[src/etc_pkg.sv]
package etc_pkg;
  // Summary of operation
  // - Leaf code 0x0C selects tracking activation
  // - Only privilege level zero may run it
  // - Unaligned operand pointer gives protection fault
  // - Pointer outside page cache gives page fault
  // - Concurrent tracking use gives protection fault
  // - Invalid map entry gives page fault
  // - Non control page type gives page fault
  // - Pending tracking sets zero flag, incomplete code
  // - Completion clears carry, parity, aux, overflow, sign
  // - Non canonical address in 64-bit mode faults
  // - Protected mode segment limit overrun faults
  // - Translation fault becomes page fault with code

  // APB register byte offsets
  localparam logic [11:0] ADDR_CTRL    = 12'h000;
  localparam logic [11:0] ADDR_LEAF    = 12'h004;
  localparam logic [11:0] ADDR_OPND_LO = 12'h008;
  localparam logic [11:0] ADDR_OPND_HI = 12'h00C;
  localparam logic [11:0] ADDR_SEGLIM  = 12'h010;
  localparam logic [11:0] ADDR_RETCODE = 12'h014;
  localparam logic [11:0] ADDR_FLAGS   = 12'h018;
  localparam logic [11:0] ADDR_STATUS  = 12'h01C;
  localparam logic [11:0] ADDR_FADDR_LO = 12'h020;
  localparam logic [11:0] ADDR_FADDR_HI = 12'h024;
  localparam logic [11:0] ADDR_IRQ_STAT = 12'h028;
  localparam logic [11:0] ADDR_IRQ_CLR = 12'h02C;
  localparam logic [11:0] ADDR_IRQ_EN  = 12'h030;
  localparam logic [11:0] ADDR_PC_BASE = 12'h034;
  localparam logic [11:0] ADDR_PC_PAGES = 12'h038;

  // Control register fields
  localparam int CTRL_GO     = 0;
  localparam int CTRL_CPL_LO = 1;
  localparam int CTRL_MODE64 = 3;
  localparam int CTRL_PROT   = 4;
  localparam int CTRL_BUSY   = 8;

  // Flags register bit positions
  localparam int FLG_CF = 0;
  localparam int FLG_PF = 2;
  localparam int FLG_AF = 4;
  localparam int FLG_ZF = 6;
  localparam int FLG_SF = 7;
  localparam int FLG_OF = 11;

  // Interrupt status bits
  localparam int IRQ_DONE  = 0;
  localparam int IRQ_FAULT = 1;
  localparam int IRQ_INCMP = 2;
  localparam int IRQ_BITS  = 3;

  // Fault kinds
  localparam logic [1:0] FLT_NONE = 2'h0;
  localparam logic [1:0] FLT_GP   = 2'h1;
  localparam logic [1:0] FLT_PF   = 2'h2;
  localparam logic [1:0] FLT_UD   = 2'h3;

  // Codes and reset values
  localparam logic [31:0] TRACK_LEAF_CODE = 32'h0000_000C;
  localparam logic [31:0] PREV_TRK_INCMPL = 32'h0000_000B;
  localparam logic [31:0] RC_OK           = 32'h0000_0000;
  localparam logic [7:0]  CONTROL_PAGE_TYPE = 8'h00;
  localparam logic [15:0] PF_ERR_NOT_CACHE = 16'h0001;
  localparam logic [15:0] GP_ERR_ZERO     = 16'h0000;
  localparam logic [31:0] FLAGS_RESET     = 32'h0000_0002;
  localparam logic [31:0] SEGLIM_RESET    = 32'hFFFF_FFFF;
  localparam logic [11:0] PAGE_OFS_MAX    = 12'hFFF;

  // Answer from the page cache map lookup
  typedef struct packed {
    logic        entry_valid;
    logic [7:0]  page_type;
    logic        xlat_fault;
    logic [15:0] xlat_err;
  } etc_map_rsp_t;

  // Outcome of one check stage
  typedef struct packed {
    logic [1:0]  fault;
    logic [15:0] err;
    logic [31:0] rc;
    logic        zf;
    logic        start;
  } etc_result_t;
endpackage

[src/etc_top.sv]
// Implementation choices: the APB slave port and the placing of the registers.
`timescale 1ns/1ns
module etc_top #(
  parameter int PAGES   = 16,
  parameter int LPS     = 4,
  parameter int VA_BITS = 48
) (
  input  wire logic                     pclk,
  input  wire logic                     presetn,
  input  wire logic                     psel,
  input  wire logic                     penable,
  input  wire logic                     pwrite,
  input  wire logic [11:0]              paddr,
  input  wire logic [31:0]              pwdata,
  output logic      [31:0]              prdata,
  output logic                          pready,
  output logic                          pslverr,
  output logic                          irq,
  output logic                          map_req,
  output logic      [31:0]              map_page,
  input  wire logic                     map_ack,
  input  wire etc_pkg::etc_map_rsp_t    map_rsp,
  input  wire logic [PAGES-1:0]         busy_mask,
  input  wire logic                     trk_ack,
  input  wire logic [$clog2(PAGES)-1:0] trk_ack_page,
  input  wire logic [$clog2(LPS)-1:0]   trk_ack_lp
);
  localparam int IW    = $clog2(PAGES);
  localparam int IRQ_W = etc_pkg::IRQ_BITS;

  typedef enum logic [1:0] {ST_IDLE, ST_CHECK, ST_LOOKUP} etc_state_t;

  etc_state_t            st_r;
  logic [31:0]           leaf_r;
  logic [63:0]           opnd_r;
  logic [31:0]           seglim_r;
  logic [31:0]           pc_base_r;
  logic [31:0]           pc_pages_r;
  logic [1:0]            cpl_r;
  logic                  mode64_r;
  logic                  prot_r;
  logic [31:0]           flags_r;
  logic [31:0]           rc_r;
  logic [1:0]            fault_r;
  logic [15:0]           err_r;
  logic [63:0]           faddr_r;
  logic                  done_r;
  logic [IRQ_W-1:0]      irq_stat_r;
  logic [IRQ_W-1:0]      irq_en_r;
  logic [31:0]           prdata_r;
  logic                  wr_en;
  logic                  rd_setup;
  logic                  go;
  logic                  canon;
  logic                  seg_over;
  logic [31:0]           rel_page;
  logic                  in_cache;
  logic                  trk_active;
  logic                  finish;
  etc_pkg::etc_result_t  early;
  etc_pkg::etc_result_t  late;
  etc_pkg::etc_result_t  res;
  logic [IRQ_W-1:0]      irq_set;
  logic                  map_ok;

  initial
  begin
    if (VA_BITS < 44 || VA_BITS > 63)
      $error("etc_top supports 44 to 63 virtual address bits");
  end

  // Zero wait states; read data is captured in the setup cycle
  assign wr_en    = psel && penable && pwrite;
  assign rd_setup = psel && !penable && !pwrite;
  assign pready   = 1'b1;
  assign prdata   = prdata_r;
  assign go = wr_en && paddr == etc_pkg::ADDR_CTRL && pwdata[etc_pkg::CTRL_GO]
              && st_r == ST_IDLE;

  // Unmapped addresses answer with an error; a read of the write-only clear register does not
  always_comb
  begin
    unique case (paddr)
      etc_pkg::ADDR_CTRL, etc_pkg::ADDR_LEAF, etc_pkg::ADDR_OPND_LO,
      etc_pkg::ADDR_OPND_HI, etc_pkg::ADDR_SEGLIM, etc_pkg::ADDR_RETCODE,
      etc_pkg::ADDR_FLAGS, etc_pkg::ADDR_STATUS, etc_pkg::ADDR_FADDR_LO,
      etc_pkg::ADDR_FADDR_HI, etc_pkg::ADDR_IRQ_STAT, etc_pkg::ADDR_IRQ_CLR,
      etc_pkg::ADDR_IRQ_EN, etc_pkg::ADDR_PC_BASE, etc_pkg::ADDR_PC_PAGES:
        pslverr = 1'b0;
      default:
        pslverr = psel && penable;
    endcase
  end

  // Operand setup; frozen while a leaf runs so checks see stable inputs
  always_ff @(posedge pclk or negedge presetn)
  begin
    if (!presetn)
    begin
      leaf_r     <= '0;
      opnd_r     <= '0;
      seglim_r   <= etc_pkg::SEGLIM_RESET;
      pc_base_r  <= '0;
      pc_pages_r <= '0;
      cpl_r      <= '0;
      mode64_r   <= 1'b0;
      prot_r     <= 1'b0;
    end
    else if (wr_en && st_r == ST_IDLE)
    begin
      unique case (paddr)
        etc_pkg::ADDR_CTRL:
        begin
          cpl_r    <= pwdata[etc_pkg::CTRL_CPL_LO +: 2];
          mode64_r <= pwdata[etc_pkg::CTRL_MODE64];
          prot_r   <= pwdata[etc_pkg::CTRL_PROT];
        end
        etc_pkg::ADDR_LEAF:     leaf_r            <= pwdata;
        etc_pkg::ADDR_OPND_LO:  opnd_r[31:0]      <= pwdata;
        etc_pkg::ADDR_OPND_HI:  opnd_r[63:32]     <= pwdata;
        etc_pkg::ADDR_SEGLIM:   seglim_r          <= pwdata;
        etc_pkg::ADDR_PC_BASE:  pc_base_r         <= pwdata;
        etc_pkg::ADDR_PC_PAGES: pc_pages_r        <= pwdata;
        default:                leaf_r            <= leaf_r;
      endcase
    end
  end

  // Address qualification of the operand pointer
  assign canon    = &opnd_r[63:VA_BITS-1] || ~|opnd_r[63:VA_BITS-1];
  assign seg_over = ({1'b0, opnd_r[31:0]} + {21'h0, etc_pkg::PAGE_OFS_MAX})
                    > {1'b0, seglim_r};
  assign rel_page = opnd_r[43:12] - pc_base_r;
  assign in_cache = ~|opnd_r[63:44] && rel_page < pc_pages_r
                    && rel_page < 32'(PAGES);
  assign map_page = opnd_r[43:12];
  assign map_req  = st_r == ST_LOOKUP;
  assign map_ok   = map_req && map_ack;

  // Checks that need no lookup, in architectural priority order
  always_comb
  begin
    early       = '0;
    early.err   = etc_pkg::GP_ERR_ZERO;
    if (leaf_r != etc_pkg::TRACK_LEAF_CODE)
      early.fault = etc_pkg::FLT_GP;
    else if (cpl_r != 2'h0)
      early.fault = etc_pkg::FLT_UD;
    else if (mode64_r && !canon)
      early.fault = etc_pkg::FLT_GP;
    else if (!mode64_r && prot_r && seg_over)
      early.fault = etc_pkg::FLT_GP;
    else if (opnd_r[11:0] != 12'h000)
      early.fault = etc_pkg::FLT_GP;
    else if (!in_cache)
    begin
      early.fault = etc_pkg::FLT_PF;
      early.err   = etc_pkg::PF_ERR_NOT_CACHE;
    end
  end

  // Checks on the map answer and the tracking indicator
  always_comb
  begin
    late     = '0;
    late.err = etc_pkg::GP_ERR_ZERO;
    if (map_rsp.xlat_fault)
    begin
      late.fault = etc_pkg::FLT_PF;
      late.err   = map_rsp.xlat_err;
    end
    else if (busy_mask[rel_page[IW-1:0]])
      late.fault = etc_pkg::FLT_GP;
    else if (!map_rsp.entry_valid)
    begin
      late.fault = etc_pkg::FLT_PF;
      late.err   = etc_pkg::PF_ERR_NOT_CACHE;
    end
    else if (map_rsp.page_type != etc_pkg::CONTROL_PAGE_TYPE)
    begin
      late.fault = etc_pkg::FLT_PF;
      late.err   = etc_pkg::PF_ERR_NOT_CACHE;
    end
    else if (trk_active)
    begin
      late.rc = etc_pkg::PREV_TRK_INCMPL;
      late.zf = 1'b1;
    end
    else
    begin
      late.rc    = etc_pkg::RC_OK;
      late.start = 1'b1;
    end
  end

  assign finish = (st_r == ST_CHECK && early.fault != etc_pkg::FLT_NONE) || map_ok;
  assign res    = (st_r == ST_CHECK) ? early : late;

  // Sequencer: check, then wait for the map lookup as long as it takes
  always_ff @(posedge pclk or negedge presetn)
  begin
    if (!presetn)
      st_r <= ST_IDLE;
    else
    begin
      unique case (st_r)
        ST_IDLE:   if (go) st_r <= ST_CHECK;
        ST_CHECK:  st_r <= (early.fault != etc_pkg::FLT_NONE) ? ST_IDLE : ST_LOOKUP;
        ST_LOOKUP: if (map_ack) st_r <= ST_IDLE;
        default:   st_r <= ST_IDLE; // Unused code falls back to idle
      endcase
    end
  end

  // Result capture; a fault leaves the return code and flags alone
  always_ff @(posedge pclk or negedge presetn)
  begin
    if (!presetn)
    begin
      rc_r    <= '0;
      fault_r <= etc_pkg::FLT_NONE;
      err_r   <= '0;
      faddr_r <= '0;
      done_r  <= 1'b0;
    end
    else
    begin
      done_r <= finish;
      if (finish)
      begin
        fault_r <= res.fault;
        err_r   <= res.err;
        faddr_r <= (res.fault == etc_pkg::FLT_PF) ? opnd_r : 64'h0;
        if (res.fault == etc_pkg::FLT_NONE)
          rc_r <= res.rc;
      end
    end
  end

  // Flags: hardware completion wins over a software write
  always_ff @(posedge pclk or negedge presetn)
  begin
    if (!presetn)
      flags_r <= etc_pkg::FLAGS_RESET;
    else if (finish && res.fault == etc_pkg::FLT_NONE)
    begin
      flags_r[etc_pkg::FLG_CF] <= 1'b0;
      flags_r[etc_pkg::FLG_PF] <= 1'b0;
      flags_r[etc_pkg::FLG_AF] <= 1'b0;
      flags_r[etc_pkg::FLG_OF] <= 1'b0;
      flags_r[etc_pkg::FLG_SF] <= 1'b0;
      flags_r[etc_pkg::FLG_ZF] <= res.zf;
    end
    else if (wr_en && paddr == etc_pkg::ADDR_FLAGS)
      flags_r <= pwdata;
  end

  etc_track_table #(
    .PAGES (PAGES),
    .LPS   (LPS)
  ) u_track (
    .pclk      (pclk),
    .presetn   (presetn),
    .start     (map_ok && late.start),
    .start_idx (rel_page[IW-1:0]),
    .ack       (trk_ack),
    .ack_idx   (trk_ack_page),
    .ack_lp    (trk_ack_lp),
    .rd_idx    (rel_page[IW-1:0]),
    .rd_active (trk_active)
  );

  // Sticky events; a new event wins over a clear in the same cycle
  assign irq_set[etc_pkg::IRQ_DONE]  = finish && res.fault == etc_pkg::FLT_NONE;
  assign irq_set[etc_pkg::IRQ_FAULT] = finish && res.fault != etc_pkg::FLT_NONE;
  assign irq_set[etc_pkg::IRQ_INCMP] = finish && res.fault == etc_pkg::FLT_NONE && res.zf;

  always_ff @(posedge pclk or negedge presetn)
  begin
    if (!presetn)
    begin
      irq_stat_r <= '0;
      irq_en_r   <= '0;
    end
    else
    begin
      if (wr_en && paddr == etc_pkg::ADDR_IRQ_CLR)
        irq_stat_r <= (irq_stat_r & ~pwdata[IRQ_W-1:0]) | irq_set;
      else
        irq_stat_r <= irq_stat_r | irq_set;
      if (wr_en && paddr == etc_pkg::ADDR_IRQ_EN)
        irq_en_r <= pwdata[IRQ_W-1:0];
    end
  end

  assign irq = |(irq_stat_r & irq_en_r);

  // Read mux, registered in the setup cycle
  always_ff @(posedge pclk or negedge presetn)
  begin
    if (!presetn)
      prdata_r <= '0;
    else if (rd_setup)
    begin
      unique case (paddr)
        etc_pkg::ADDR_CTRL:
          prdata_r <= {23'h0, st_r != ST_IDLE, 3'h0, prot_r, mode64_r, cpl_r, 1'b0};
        etc_pkg::ADDR_LEAF:     prdata_r <= leaf_r;
        etc_pkg::ADDR_OPND_LO:  prdata_r <= opnd_r[31:0];
        etc_pkg::ADDR_OPND_HI:  prdata_r <= opnd_r[63:32];
        etc_pkg::ADDR_SEGLIM:   prdata_r <= seglim_r;
        etc_pkg::ADDR_RETCODE:  prdata_r <= rc_r;
        etc_pkg::ADDR_FLAGS:    prdata_r <= flags_r;
        etc_pkg::ADDR_STATUS:   prdata_r <= {err_r, 12'h0, trk_active, fault_r, st_r != ST_IDLE};
        etc_pkg::ADDR_FADDR_LO: prdata_r <= faddr_r[31:0];
        etc_pkg::ADDR_FADDR_HI: prdata_r <= faddr_r[63:32];
        etc_pkg::ADDR_IRQ_STAT: prdata_r <= {29'h0, irq_stat_r};
        etc_pkg::ADDR_IRQ_EN:   prdata_r <= {29'h0, irq_en_r};
        etc_pkg::ADDR_PC_BASE:  prdata_r <= pc_base_r;
        etc_pkg::ADDR_PC_PAGES: prdata_r <= pc_pages_r;
        default:                prdata_r <= '0;
      endcase
    end
  end
endmodule

[src/etc_track_table.sv]
`timescale 1ns/1ns
module etc_track_table #(
  parameter int PAGES = 16,
  parameter int LPS   = 4
) (
  input  wire logic                     pclk,
  input  wire logic                     presetn,
  input  wire logic                     start,
  input  wire logic [$clog2(PAGES)-1:0] start_idx,
  input  wire logic                     ack,
  input  wire logic [$clog2(PAGES)-1:0] ack_idx,
  input  wire logic [$clog2(LPS)-1:0]   ack_lp,
  input  wire logic [$clog2(PAGES)-1:0] rd_idx,
  output logic                          rd_active
);
  logic [LPS-1:0] pending_r [PAGES];

  initial
  begin
    if (PAGES < 2 || LPS < 2)
      $error("etc_track_table needs at least two pages and two processors");
  end

  // Each processor retires its bit; a fresh start wins over a retire
  always_ff @(posedge pclk or negedge presetn)
  begin
    if (!presetn)
    begin
      for (int i = 0; i < PAGES; i++)
        pending_r[i] <= '0;
    end
    else
    begin
      if (ack && !(start && start_idx == ack_idx))
        pending_r[ack_idx][ack_lp] <= 1'b0;
      if (start)
        pending_r[start_idx] <= '1;
    end
  end

  // Indicator stays set until every processor has retired
  assign rd_active = |pending_r[rd_idx];
endmodule

[config.mk]
export PLATFORM = sky130hd
export DESIGN_NAME = etc_top
export DESIGN_NICKNAME = d
export VERILOG_FILES = /design/src/etc_pkg.sv /design/src/etc_top.sv /design/src/etc_track_table.sv
export SDC_FILE = /design/constraint.sdc
export NUM_CORES = 1
export LEC_CHECK = 0
export BUFFER_PORTS_ARGS = -buffer_cell sky130_fd_sc_hd__buf_2
export CAP_MARGIN = 20
export CORE_ASPECT_RATIO = 0.9
export CORE_UTILIZATION = 30
export CTS_BUF_LIST = sky130_fd_sc_hd__clkbuf_4 sky130_fd_sc_hd__clkbuf_8
export DETAILED_ROUTE_END_ITERATION = 8
export PLACE_DENSITY = 0.5
export SYNTH_ARGS = -nofsm -noshare
export SYNTH_HDL_FRONTEND = slang
export SYNTH_SLANG_ARGS = --single-unit
[constraint.sdc]
create_clock -name pclk -period 13.3 [get_ports pclk]
set_input_delay 0.665 -clock pclk [delete_from_list [all_inputs] [get_ports pclk]]
set_output_delay 0.665 -clock pclk [all_outputs]
set_load 0.03 [all_outputs]
==> run summary, run 1 <==
critical path required time - 13.87 ns
Vias per Instance - 5.61
distinct cell type count of the synthesized netlist - 78
most used flip-flop cell after synthesis - sky130_fd_sc_hd__dfrtp_1
wire length after detailed routing - 92300 um
HPWL Detailed - 67600 um
Fin. Hold Viols - 0
maximum number of pins on one net before global-route repair - 168
slowest library cell on the worst path - sky130_fd_sc_hd__buf_4
combined area of all synthesized cells - 23000 um^2
period utilisation layout - 54.8%
remaining global-route overflow - 0
worst slack, placed - 6.13 ns
H-tree depth - 3
Std-Cell Rows - 95
share of the yosys chip area belonging to registers - 45.4%
synthesized net count - 2514
number of top-level pins - 167
multi-input gate area in the final layout - 11400 um^2
storage element area - 10400 um^2
die outline area - 77700 um^2
worst setup skew after layout - 0.0533 ns
worst-case headroom to the max-slew limit - 16.3%
most numerous cell on the critical path - sky130_fd_sc_hd__a21oi_1
kind of end point of the critical path - flip-flop
drc violations - 0
Cell Count Post-Placement - 3380
fin cells - 3526
worst reg-to-reg setup slack - 6.01 ns
cell taking the most area after synthesis - sky130_fd_sc_hd__dfrtp_1
CTS tree - yes
final net count - 2639
wire length of the first global-routing pass - 136000 um
quantity of gates resized following cts - 0
count of pins over their slew limit - 0
sum of internal, switching and leakage power - 2.76 mW
worst setup path category - flip-flop to flip-flop
timing-limited maximum frequency - 137 MHz
number of buffers inserted to repair setup after CTS - 0
fraction of registers with async set or reset after synthesis - 100%
number of synthesized flops with an enable pin - 0
clock slew seen by the registers of the worst setup and hold paths - 0.06 ns
layout cells sized above 1 - 22.8%
count of synthesis-stage warnings from yosys - 0
number of nets still failing antenna checks after routing - 0
Clock Sink Count - 415
Fill cells - 7719
fraction of synthesized cell area taken by the top area cell type - 41.6%
routed wire length per instance - 26.2 um
Die Width - 294 um
most area-consuming cells after synthesis - sky130_fd_sc_hd__dfrtp_1, sky130_fd_sc_hd__mux2_2, sky130_fd_sc_hd__ha_1, sky130_fd_sc_hd__nand2_1, sky130_fd_sc_hd__a22o_1
Final GP Congestion - 0.935
peak supply drop - 0.0599 mV
Gate Count Post-Synth - 2318
critical-path maximum fanout - 46
latest clock arrival within the worst-skew pair - 0.70 ns
Initial DRC Count - 1937
setup-violating endpoint count in the final report - 0
Num CTS Buffers - 78
type of the worst min-delay path - primary input to async pin
most frequent cell after synthesis - sky130_fd_sc_hd__dfrtp_1
final worst path period need - 7.29 ns
Lkg Pwr - 12.9 nW
share of the core filled with cells in the final layout - 35.1%
setup total negative slack - 0 ns
root buffer cell - sky130_fd_sc_hd__clkbuf_8
setup repair after global routing missed its margin - no
Core Area - 75200 um^2
clock tree buffer depth - 3
crit path cell chain - ha_1 -> a21o_1 -> a21oi_1 -> a21oi_1 -> or2_2 -> o311ai_1 -> inv_1 -> ha_1 -> a21oi_1 -> o21ai_0 -> a221oi_1 -> o221ai_1 -> nor4b_1 -> nand4_1 -> nor4b_1 -> and4_1 -> a22o_4 -> buf_4 -> mux2_2
Worst Max-Slew Pin Slew - 1.24 ns
outcome - finished, final reports clean
initial standard-cell utilization of the core - 30.5%
kind of start point of the critical path - flip-flop
Layout area overhead - 14.8%
initial antenna violation count - 5
die span in y - 265 um
cell types with the highest counts after synthesis - sky130_fd_sc_hd__dfrtp_1, sky130_fd_sc_hd__nand2_1, sky130_fd_sc_hd__mux2_2, sky130_fd_sc_hd__inv_1, sky130_fd_sc_hd__o21ai_0
number of input and output port buffers inserted - 165
number of max-capacitance violations reported - 0
TritonRoute pass-1 iters - 7
overall routing resource usage - 23.7%
highest cell delay on the worst timing path - 0.61 ns
Seq cells post-synth - 415
post-route worst setup slack - 6.01 ns
arrival time of the worst setup path - 7.86 ns
mean post-synth cell area - 9.91 um^2
power density over cell area - 105 nW/um^2
hold bufs inserted after CTS - 0
number of vias after detailed routing - 19800
vias in the first global route - 19800
[logic make-up after synthesis]
family / synth area share, %
AOI/OAI and AO/OA: 18.2
xor gates and xnor gates: 1.68
adders and majority gates: 5.32
buffers and inverters: 5.38
DFF: 45.4
muxes: 8.74
other: 0.0163
and+or+nand+nor: 15.3
[registers in the layout (all words and copies together), names as in the netlist]
name and cells:
cpl_r 2, err_r 16, faddr_r 64, fault_r 2, flags_r 32, irq_en_r 3, irq_stat_r 3, leaf_r 32
mode64_r 1, opnd_r 64, pc_base_r 32, pc_pages_r 32, prdata 32, prot_r 1, rc_r 1, seglim_r 32
st_r 2, u_track.pending_r 64
[power breakdown]
| part | internal [mW] | switching [mW] | leakage (nW) |
|---|---|---|---|
| clock | 0.761 | 0.581 | 0.886 |
| sequential | 1.28 | 0.0151 | 5.31 |
| combinational | 0.0365 | 0.0854 | 6.66 |
[worst paths after layout]
| check | from | endpoint | cells after the start |
|---|---|---|---|
| worst max-delay path | opnd_r[15] | fault_r[1] | 19 |
| worst min-delay path | presetn | flags_r[17] | 1 |
| worst max register to register | opnd_r[15] | fault_r[1] | 19 |
| worst min register to register | prdata[13] | prdata[13] | 2 |
| max in group asynchronous | presetn | prdata[2] | 3 |
| min in group pclk | map_ack | st_r[1] | 2 |
[stage by stage]
stage / hold WS [ns] / instance area (um^2)
global placement: 0.455 / 24700
detailed placement: 0.460 / 24700
finish: 0.109 / 26400
CTS: 0.138 / 26300
global route: 0.159 / 26400
floorplan: 0.369 / 23000
[worst max-delay path, delay by kind of cell, from the launching register on]
family                     cells  cell delay (ns)
AOI/OAI and AO/OA              9             2.99
adders and majority gates      2             0.75
buffers and inverters          2             0.71
DFF                            1             0.52
muxes                          1             0.41
and+or+nand+nor                5             1.66
[area by class of cell]
| type | count | share of cell area (%) |
|---|---|---|
| multi-input combinational | 1622 | 43.2 |
| sequential | 415 | 39.5 |
| clock buffer | 124 | 5.71 |
| tap | 1018 | 4.83 |
| timing repair buffer | 198 | 4.20 |
| inverter | 128 | 1.83 |
| clock inverter | 18 | 0.659 |
| antenna | 3 | 0.0285 |
[cells in the final DEF, fill, tap and decap left out, types with 32 or more instances in the layout]
| cell type | netlist | routed |
|---|---|---|
| sky130_fd_sc_hd__nand4_1 | 36 | 36 |
| sky130_fd_sc_hd__a22o_1 | 105 | 104 |
| sky130_fd_sc_hd__mux2_2 | 155 | 155 |
| sky130_fd_sc_hd__clkbuf_8 | 0 | 92 |
| sky130_fd_sc_hd__nor2_1 | 79 | 70 |
| sky130_fd_sc_hd__a21oi_1 | 69 | 69 |
| sky130_fd_sc_hd__dfrtp_1 | 382 | 382 |
| sky130_fd_sc_hd__a22oi_1 | 52 | 52 |
| sky130_fd_sc_hd__nand3_1 | 118 | 118 |
| sky130_fd_sc_hd__buf_2 | 15 | 164 |
| sky130_fd_sc_hd__clkbuf_4 | 0 | 32 |
| sky130_fd_sc_hd__o21ai_0 | 125 | 125 |
| sky130_fd_sc_hd__dfstp_2 | 33 | 33 |
| sky130_fd_sc_hd__a21o_1 | 62 | 62 |
| sky130_fd_sc_hd__inv_1 | 126 | 126 |
| sky130_fd_sc_hd__ha_1 | 96 | 96 |
| sky130_fd_sc_hd__a221oi_1 | 57 | 57 |
| sky130_fd_sc_hd__nand2_1 | 306 | 304 |
[layer usage]
layer  share of wire, %  track usage [%]  vias up
li1                   -                -     8770
met1                 44             32.3    10000
met2                 46             37.5      798
met3                6.5             4.60      178
met4                3.3             7.94        4
met5              0.020                0        -
(Power assumes the default switching activity.)
==> run 2, diff against run 1 <==
--- a/config.mk
+++ b/config.mk
@@ -11,7 +11,7 @@
 export CORE_UTILIZATION = 30
 export CTS_BUF_LIST = sky130_fd_sc_hd__clkbuf_4 sky130_fd_sc_hd__clkbuf_8
 export DETAILED_ROUTE_END_ITERATION = 8
-export PLACE_DENSITY = 0.5
+export PLACE_DENSITY = 0.52
 export SYNTH_ARGS = -nofsm -noshare
 export SYNTH_HDL_FRONTEND = slang
 export SYNTH_SLANG_ARGS = --single-unit
==> constraint.sdc (replaced) <==
create_clock -name pclk -period 6.5 [get_ports pclk]
set_input_delay 0.325 -clock pclk [delete_from_list [all_inputs] [get_ports pclk]]
set_output_delay 0.325 -clock pclk [all_outputs]
set_load 0.03 [all_outputs]
==> run summary, run 2 (synthesis results as in run 1) <==
overall routing resource usage - 23.8%
number of vias after detailed routing - 20200
total routed wire length on the met1 layer - 40600 um
worst reg-to-reg setup slack - 0.46 ns
slowest library cell on the worst path - sky130_fd_sc_hd__a211oi_1
worst setup skew after layout - 0.0407 ns
CTS tree - yes
worst setup path category - flip-flop to flip-flop
routed wl met2 - 43900 um
end of the worst register-to-register path - faddr_r[14]
Layout area overhead - 17.9%
outcome - finished, final reports clean
Vias per Instance - 5.63
Reg2Reg Launch Point - pc_base_r[0]
type of the worst min-delay path - primary input to flip-flop
post-route worst setup slack - 0.456 ns
Lkg Pwr - 13.2 nW
count of cells along the worst register-to-register path - 19
number of input and output port buffers inserted - 165
setup-violating endpoint count in the final report - 0
arrival time of the worst setup path - 6.66 ns
Die Width - 294 um
initial standard-cell utilization of the core - 30.5%
die span in y - 265 um
initial antenna violation count - 5
H-tree depth - 3
layout cells sized above 1 - 22.9%
final worst path period need - 6.04 ns
die outline area - 77700 um^2
final net count - 2701
commonest non-fill, non-tap cells in the layout - sky130_fd_sc_hd__dfrtp_1, sky130_fd_sc_hd__nand2_1, sky130_fd_sc_hd__buf_2, sky130_fd_sc_hd__mux2_2, sky130_fd_sc_hd__inv_1
latest clock arrival within the worst-skew pair - 0.71 ns
Worst Max-Slew Pin Slew - 1.20 ns
TritonRoute pass-1 iters - 8
wire length of the first global-routing pass - 137000 um
timing-limited maximum frequency - 165 MHz
worst slack, placed - 0.433 ns
Clock Sink Count - 415
number of max-capacitance violations reported - 0
root buffer cell - sky130_fd_sc_hd__clkbuf_8
top routing layer in use - met5
biggest regs - faddr_r (64), opnd_r (64), u_track.pending_r (64)
setup total negative slack - 0 ns
kind of start point of the critical path - flip-flop
hold worst-path end - err_r[14]
power density over cell area - 215 nW/um^2
kind of end point of the critical path - flip-flop
drc violations - 0
worst-case headroom to the max-slew limit - 19.0%
wire length after detailed routing - 93200 um
number of nets still failing antenna checks after routing - 0
period utilisation layout - 93.0%
critical path required time - 7.11 ns
critical-path maximum fanout - 31
routed wire length per instance - 26.0 um
Fill cells - 7607
Fin. Hold Viols - 0
HPWL Detailed - 67000 um
Core Area - 75200 um^2
clock tree buffer depth - 3
count of pins over their slew limit - 0
vias in the first global route - 20200
Min-Delay Startpoint - map_rsp[14]
peak supply drop - 0.119 mV
cell count of the worst hold path - 3
remaining global-route overflow - 0
Initial DRC Count - 1786
Num CTS Buffers - 76
highest cell delay on the worst timing path - 0.65 ns
met3 WL post-DR - 5760 um
clock slew seen by the registers of the worst setup and hold paths - 0.06 ns
number of top-level pins - 167
crit path cell chain - ha_1 -> fa_1 -> nor2b_1 -> o31ai_2 -> a31o_2 -> a211oi_1 -> o211ai_1 -> a211oi_1 -> ha_1 -> nand4_1 -> or2_2 -> o221ai_1 -> nor4b_1 -> nand4_1 -> nor4b_1 -> and4_1 -> a22o_4 -> buf_12 -> a22o_1
maximum number of pins on one net before global-route repair - 154
setup repair after global routing missed its margin - no
Std-Cell Rows - 95
Final GP Congestion - 0.966
commonest non-fill, non-tap cell in the layout - sky130_fd_sc_hd__dfrtp_1
-- run 2: worst max-delay path: cells and delay by family (launching register included) --
kind	cells	cell delay [ns]
DFF	1	0.43
buffers and inverters	1	0.26
AOI/OAI and AO/OA	8	2.36
and+or+nand+nor	7	1.83
adders and majority gates	3	1.00
-- run 2: layout make-up --
class / instances / area (um^2) / area share, %
Sequential cell: 415 / 10400 / 38.5
Antenna cell: 1 / 2.50 / 0.00924
Inverter: 128 / 483 / 1.78
Timing Repair Buffer: 262 / 1730 / 6.40
Clock inverter: 21 / 256 / 0.947
Clock buffer: 119 / 1510 / 5.56
Multi-Input combinational cell: 1622 / 11400 / 42.1
Tap cell: 1018 / 1270 / 4.70
-- run 2: worst max path at each step --
stage                      start     endpoint  cells past startpoint  slack [ns]
finish              pc_base_r[0]  faddr_r[14]                     19        0.46
global route          opnd_r[28]  faddr_r[14]                     18        0.11
CTS                   opnd_r[20]  faddr_r[14]                     18        0.37
detailed placement    opnd_r[20]  faddr_r[47]                     18        0.43
global placement      opnd_r[20]  faddr_r[46]                     18        0.49
floorplan             opnd_r[12]     err_r[0]                     21        1.69
-- run 2: repair_timing --
action | 4_1_cts | 5_1_grt
endpoints found under the hold margin | 233 | 0
setup endpoints to repair | 0 | 64
resized for setup | 0 | 1
hold buffers | 45 | 0
buffers inserted | 0 | 0
-- run 2: per-layer routing --
| metal | GRT usage [%] | up-vias |
|---|---|---|
| li1 | - | 8886 |
| met1 | 31.9 | 10300 |
| met2 | 38.9 | 822 |
| met3 | 4.00 | 160 |
| met4 | 7.97 | 4 |
| met5 | 0 | - |
-- run 2: power breakdown --
group          internal (mW)  switching, mW  total (mW)  leakage (nW)
registers               2.62         0.0305        2.65          5.31
clock network           1.66           1.23        2.89         0.935
logic                 0.0929          0.180       0.273          6.96
total                   4.37           1.44        5.81          13.2
-- run 2: metrics by stage --
step	utilization, %	area [um^2]	hold WS (ns)	total power [mW]	std cells
after global routing	36.0	27100	0.0165	5.99	3585
after detailed placement	33.1	24900	0.464	2.95	3400
after floorplan	-	23000	0.0294	2.78	2318
after CTS	36.0	27100	0.000865	5.86	3585
final	36.0	27100	0.0207	5.81	3586
after global placement	33.0	24900	0.455	2.94	3399
==> run 3, diff against run 2 <==
--- a/config.mk
+++ b/config.mk
@@ -12,6 +12,7 @@
 export CTS_BUF_LIST = sky130_fd_sc_hd__clkbuf_4 sky130_fd_sc_hd__clkbuf_8
 export DETAILED_ROUTE_END_ITERATION = 8
 export PLACE_DENSITY = 0.52
+export REMOVE_ABC_BUFFERS = 1
 export SYNTH_ARGS = -nofsm -noshare
 export SYNTH_HDL_FRONTEND = slang
 export SYNTH_SLANG_ARGS = --single-unit
==> run summary, run 3 (synthesis results as in run 1) <==
worst slack, placed - 0.546 ns
Layout area overhead - 18.0%
Clock Sink Count - 415
Num CTS Buffers - 79
number of nets still failing antenna checks after routing - 0
peak supply drop - 0.130 mV
timing-limited maximum frequency - 164 MHz
fin cells - 3598
HPWL Detailed - 66200 um
wire length after detailed routing - 92500 um
overall routing resource usage - 23.8%
CTS tree - yes
TritonRoute pass-1 iters - 6
worst setup path category - flip-flop to flip-flop
setup-violating endpoint count in the final report - 0
hold bufs inserted after CTS - 49
arrival time of the worst setup path - 6.67 ns
latest clock arrival within the worst-skew pair - 0.70 ns
period utilisation layout - 93.6%
Worst Max-Slew Pin Slew - 1.09 ns
initial standard-cell utilization of the core - 30.5%
multi-input gate area in the final layout - 11400 um^2
layout cells sized above 1 - 23.1%
root buffer cell - sky130_fd_sc_hd__clkbuf_8
biggest regs - faddr_r (64), opnd_r (64), u_track.pending_r (64)
setup repair after global routing missed its margin - no
kind of end point of the critical path - flip-flop
H-tree depth - 3
power density over cell area - 211 nW/um^2
die span in y - 265 um
Worst Hold Slack - 0.0844 ns
Cell Count Post-Placement - 3402
storage element area - 10400 um^2
maximum number of pins on one net before global-route repair - 169
Final GP Congestion - 0.935
wire length of the first global-routing pass - 137000 um
routed wire length per instance - 25.7 um
clock slew seen by the registers of the worst setup and hold paths - 0.06 ns
number of top-level pins - 167
Core Area - 75200 um^2
commonest non-fill, non-tap cell in the layout - sky130_fd_sc_hd__dfrtp_1
Fin. Hold Viols - 0
quantity of gates resized following cts - 0
final net count - 2710
type of the worst min-delay path - primary input to flip-flop
worst-case headroom to the max-slew limit - 27.1%
vias in the first global route - 20300
post-route worst setup slack - 0.415 ns
Lkg Pwr - 13.2 nW
number of buffers inserted to repair setup after CTS - 0
Initial DRC Count - 1851
worst setup skew after layout - 0.0468 ns
final worst path period need - 6.09 ns
number of vias after detailed routing - 20200
number of max-capacitance violations reported - 0
count of pins over their slew limit - 0
die outline area - 77700 um^2
Die Width - 294 um
outcome - finished, final reports clean
setup total negative slack - 0 ns
drc violations - 0
initial antenna violation count - 2
commonest non-fill, non-tap cells in the layout - sky130_fd_sc_hd__dfrtp_1, sky130_fd_sc_hd__nand2_1, sky130_fd_sc_hd__buf_2, sky130_fd_sc_hd__mux2_2, sky130_fd_sc_hd__inv_1
Std-Cell Rows - 95
critical path required time - 7.09 ns
Fill cells - 7558
number of input and output port buffers inserted - 165
Vias per Instance - 5.62
kind of start point of the critical path - flip-flop
critical-path maximum fanout - 44
clock tree buffer depth - 3
remaining global-route overflow - 0
-- run 3: cell count changes in the layout (fill, tap and decap cells not counted), sizes merged --
| cell | delta |
|---|---|
| dlygate4sd3 | +4 |
| inv | -3 |
| clkinvlp | +1 |
| clkinv | -5 |
| buf | +2 |
| clkbuf | +16 |
| bufinv | -3 |
-- run 3: power breakdown --
| part | leakage [nW] | internal [mW] | switching [mW] |
|---|---|---|---|
| registers | 5.31 | 2.62 | 0.0287 |
| clock network | 0.915 | 1.59 | 1.20 |
| logic | 7.00 | 0.0957 | 0.182 |
-- run 3: per-layer routing --
| layer | GRT usage, % | wire length (um) |
|---|---|---|
| met1 | 33.3 | 41700 |
| met2 | 37.5 | 42200 |
| met3 | 3.83 | 5830 |
| met4 | 7.46 | 2780 |
| met5 | 0 | 0 |
-- run 3: area by class of cell --
type / count / area share [%]
Antenna cell: 1 / 0.00923
Clock buffer: 135 / 5.91
Clock inverter: 11 / 0.397
Inverter: 128 / 1.78
Multi-Input combinational cell: 1622 / 42.1
Sequential cell: 415 / 38.5
Tap cell: 1018 / 4.70
Timing Repair Buffer: 268 / 6.69
-- run 3: worst paths after layout --
check | cells after the start | slack, ns | startpoint | end
setup / recovery | 20 | 0.41 | opnd_r[15] | faddr_r[48]
max in group asynchronous | 3 | 4.72 | presetn | opnd_r[36]
hold reg to reg | 1 | 0.47 | prdata[20] | prdata[20]
min in group asynchronous | 2 | 0.27 | presetn | prdata[18]
hold / removal | 3 | 0.08 | pwdata[20] | pc_base_r[20]
setup reg to reg | 20 | 0.41 | opnd_r[15] | faddr_r[48]
-- run 3: critical path, stage by stage (launching register included) --
cell	delay, ns
sky130_fd_sc_hd__dfrtp_1	0.51
sky130_fd_sc_hd__ha_1	0.44
sky130_fd_sc_hd__a21o_1	0.19
sky130_fd_sc_hd__a21oi_1	0.33
sky130_fd_sc_hd__a21oi_1	0.16
sky130_fd_sc_hd__buf_4	0.21
sky130_fd_sc_hd__or2_2	0.29
sky130_fd_sc_hd__o311ai_1	0.46
sky130_fd_sc_hd__inv_1	0.11
sky130_fd_sc_hd__ha_1	0.31
sky130_fd_sc_hd__a21oi_1	0.14
sky130_fd_sc_hd__o21ai_0	0.18
sky130_fd_sc_hd__a221oi_1	0.46
sky130_fd_sc_hd__o221ai_1	0.16
sky130_fd_sc_hd__nor4b_1	0.26
sky130_fd_sc_hd__nand4_1	0.15
sky130_fd_sc_hd__nor4b_1	0.43
sky130_fd_sc_hd__and4_1	0.46
sky130_fd_sc_hd__a22o_4	0.23
sky130_fd_sc_hd__buf_12	0.25
sky130_fd_sc_hd__a22o_1	0.20
-- run 3: metrics by stage --
step                      power [mW]  area [um^2]  util, %
final                           5.72        27100     36.0
after global routing            5.92        27100     36.0
after CTS                       5.77        27100     36.0
after detailed placement        2.95        24900     33.1
after global placement          2.94        24900     33.1
after floorplan                 2.77        22200        -
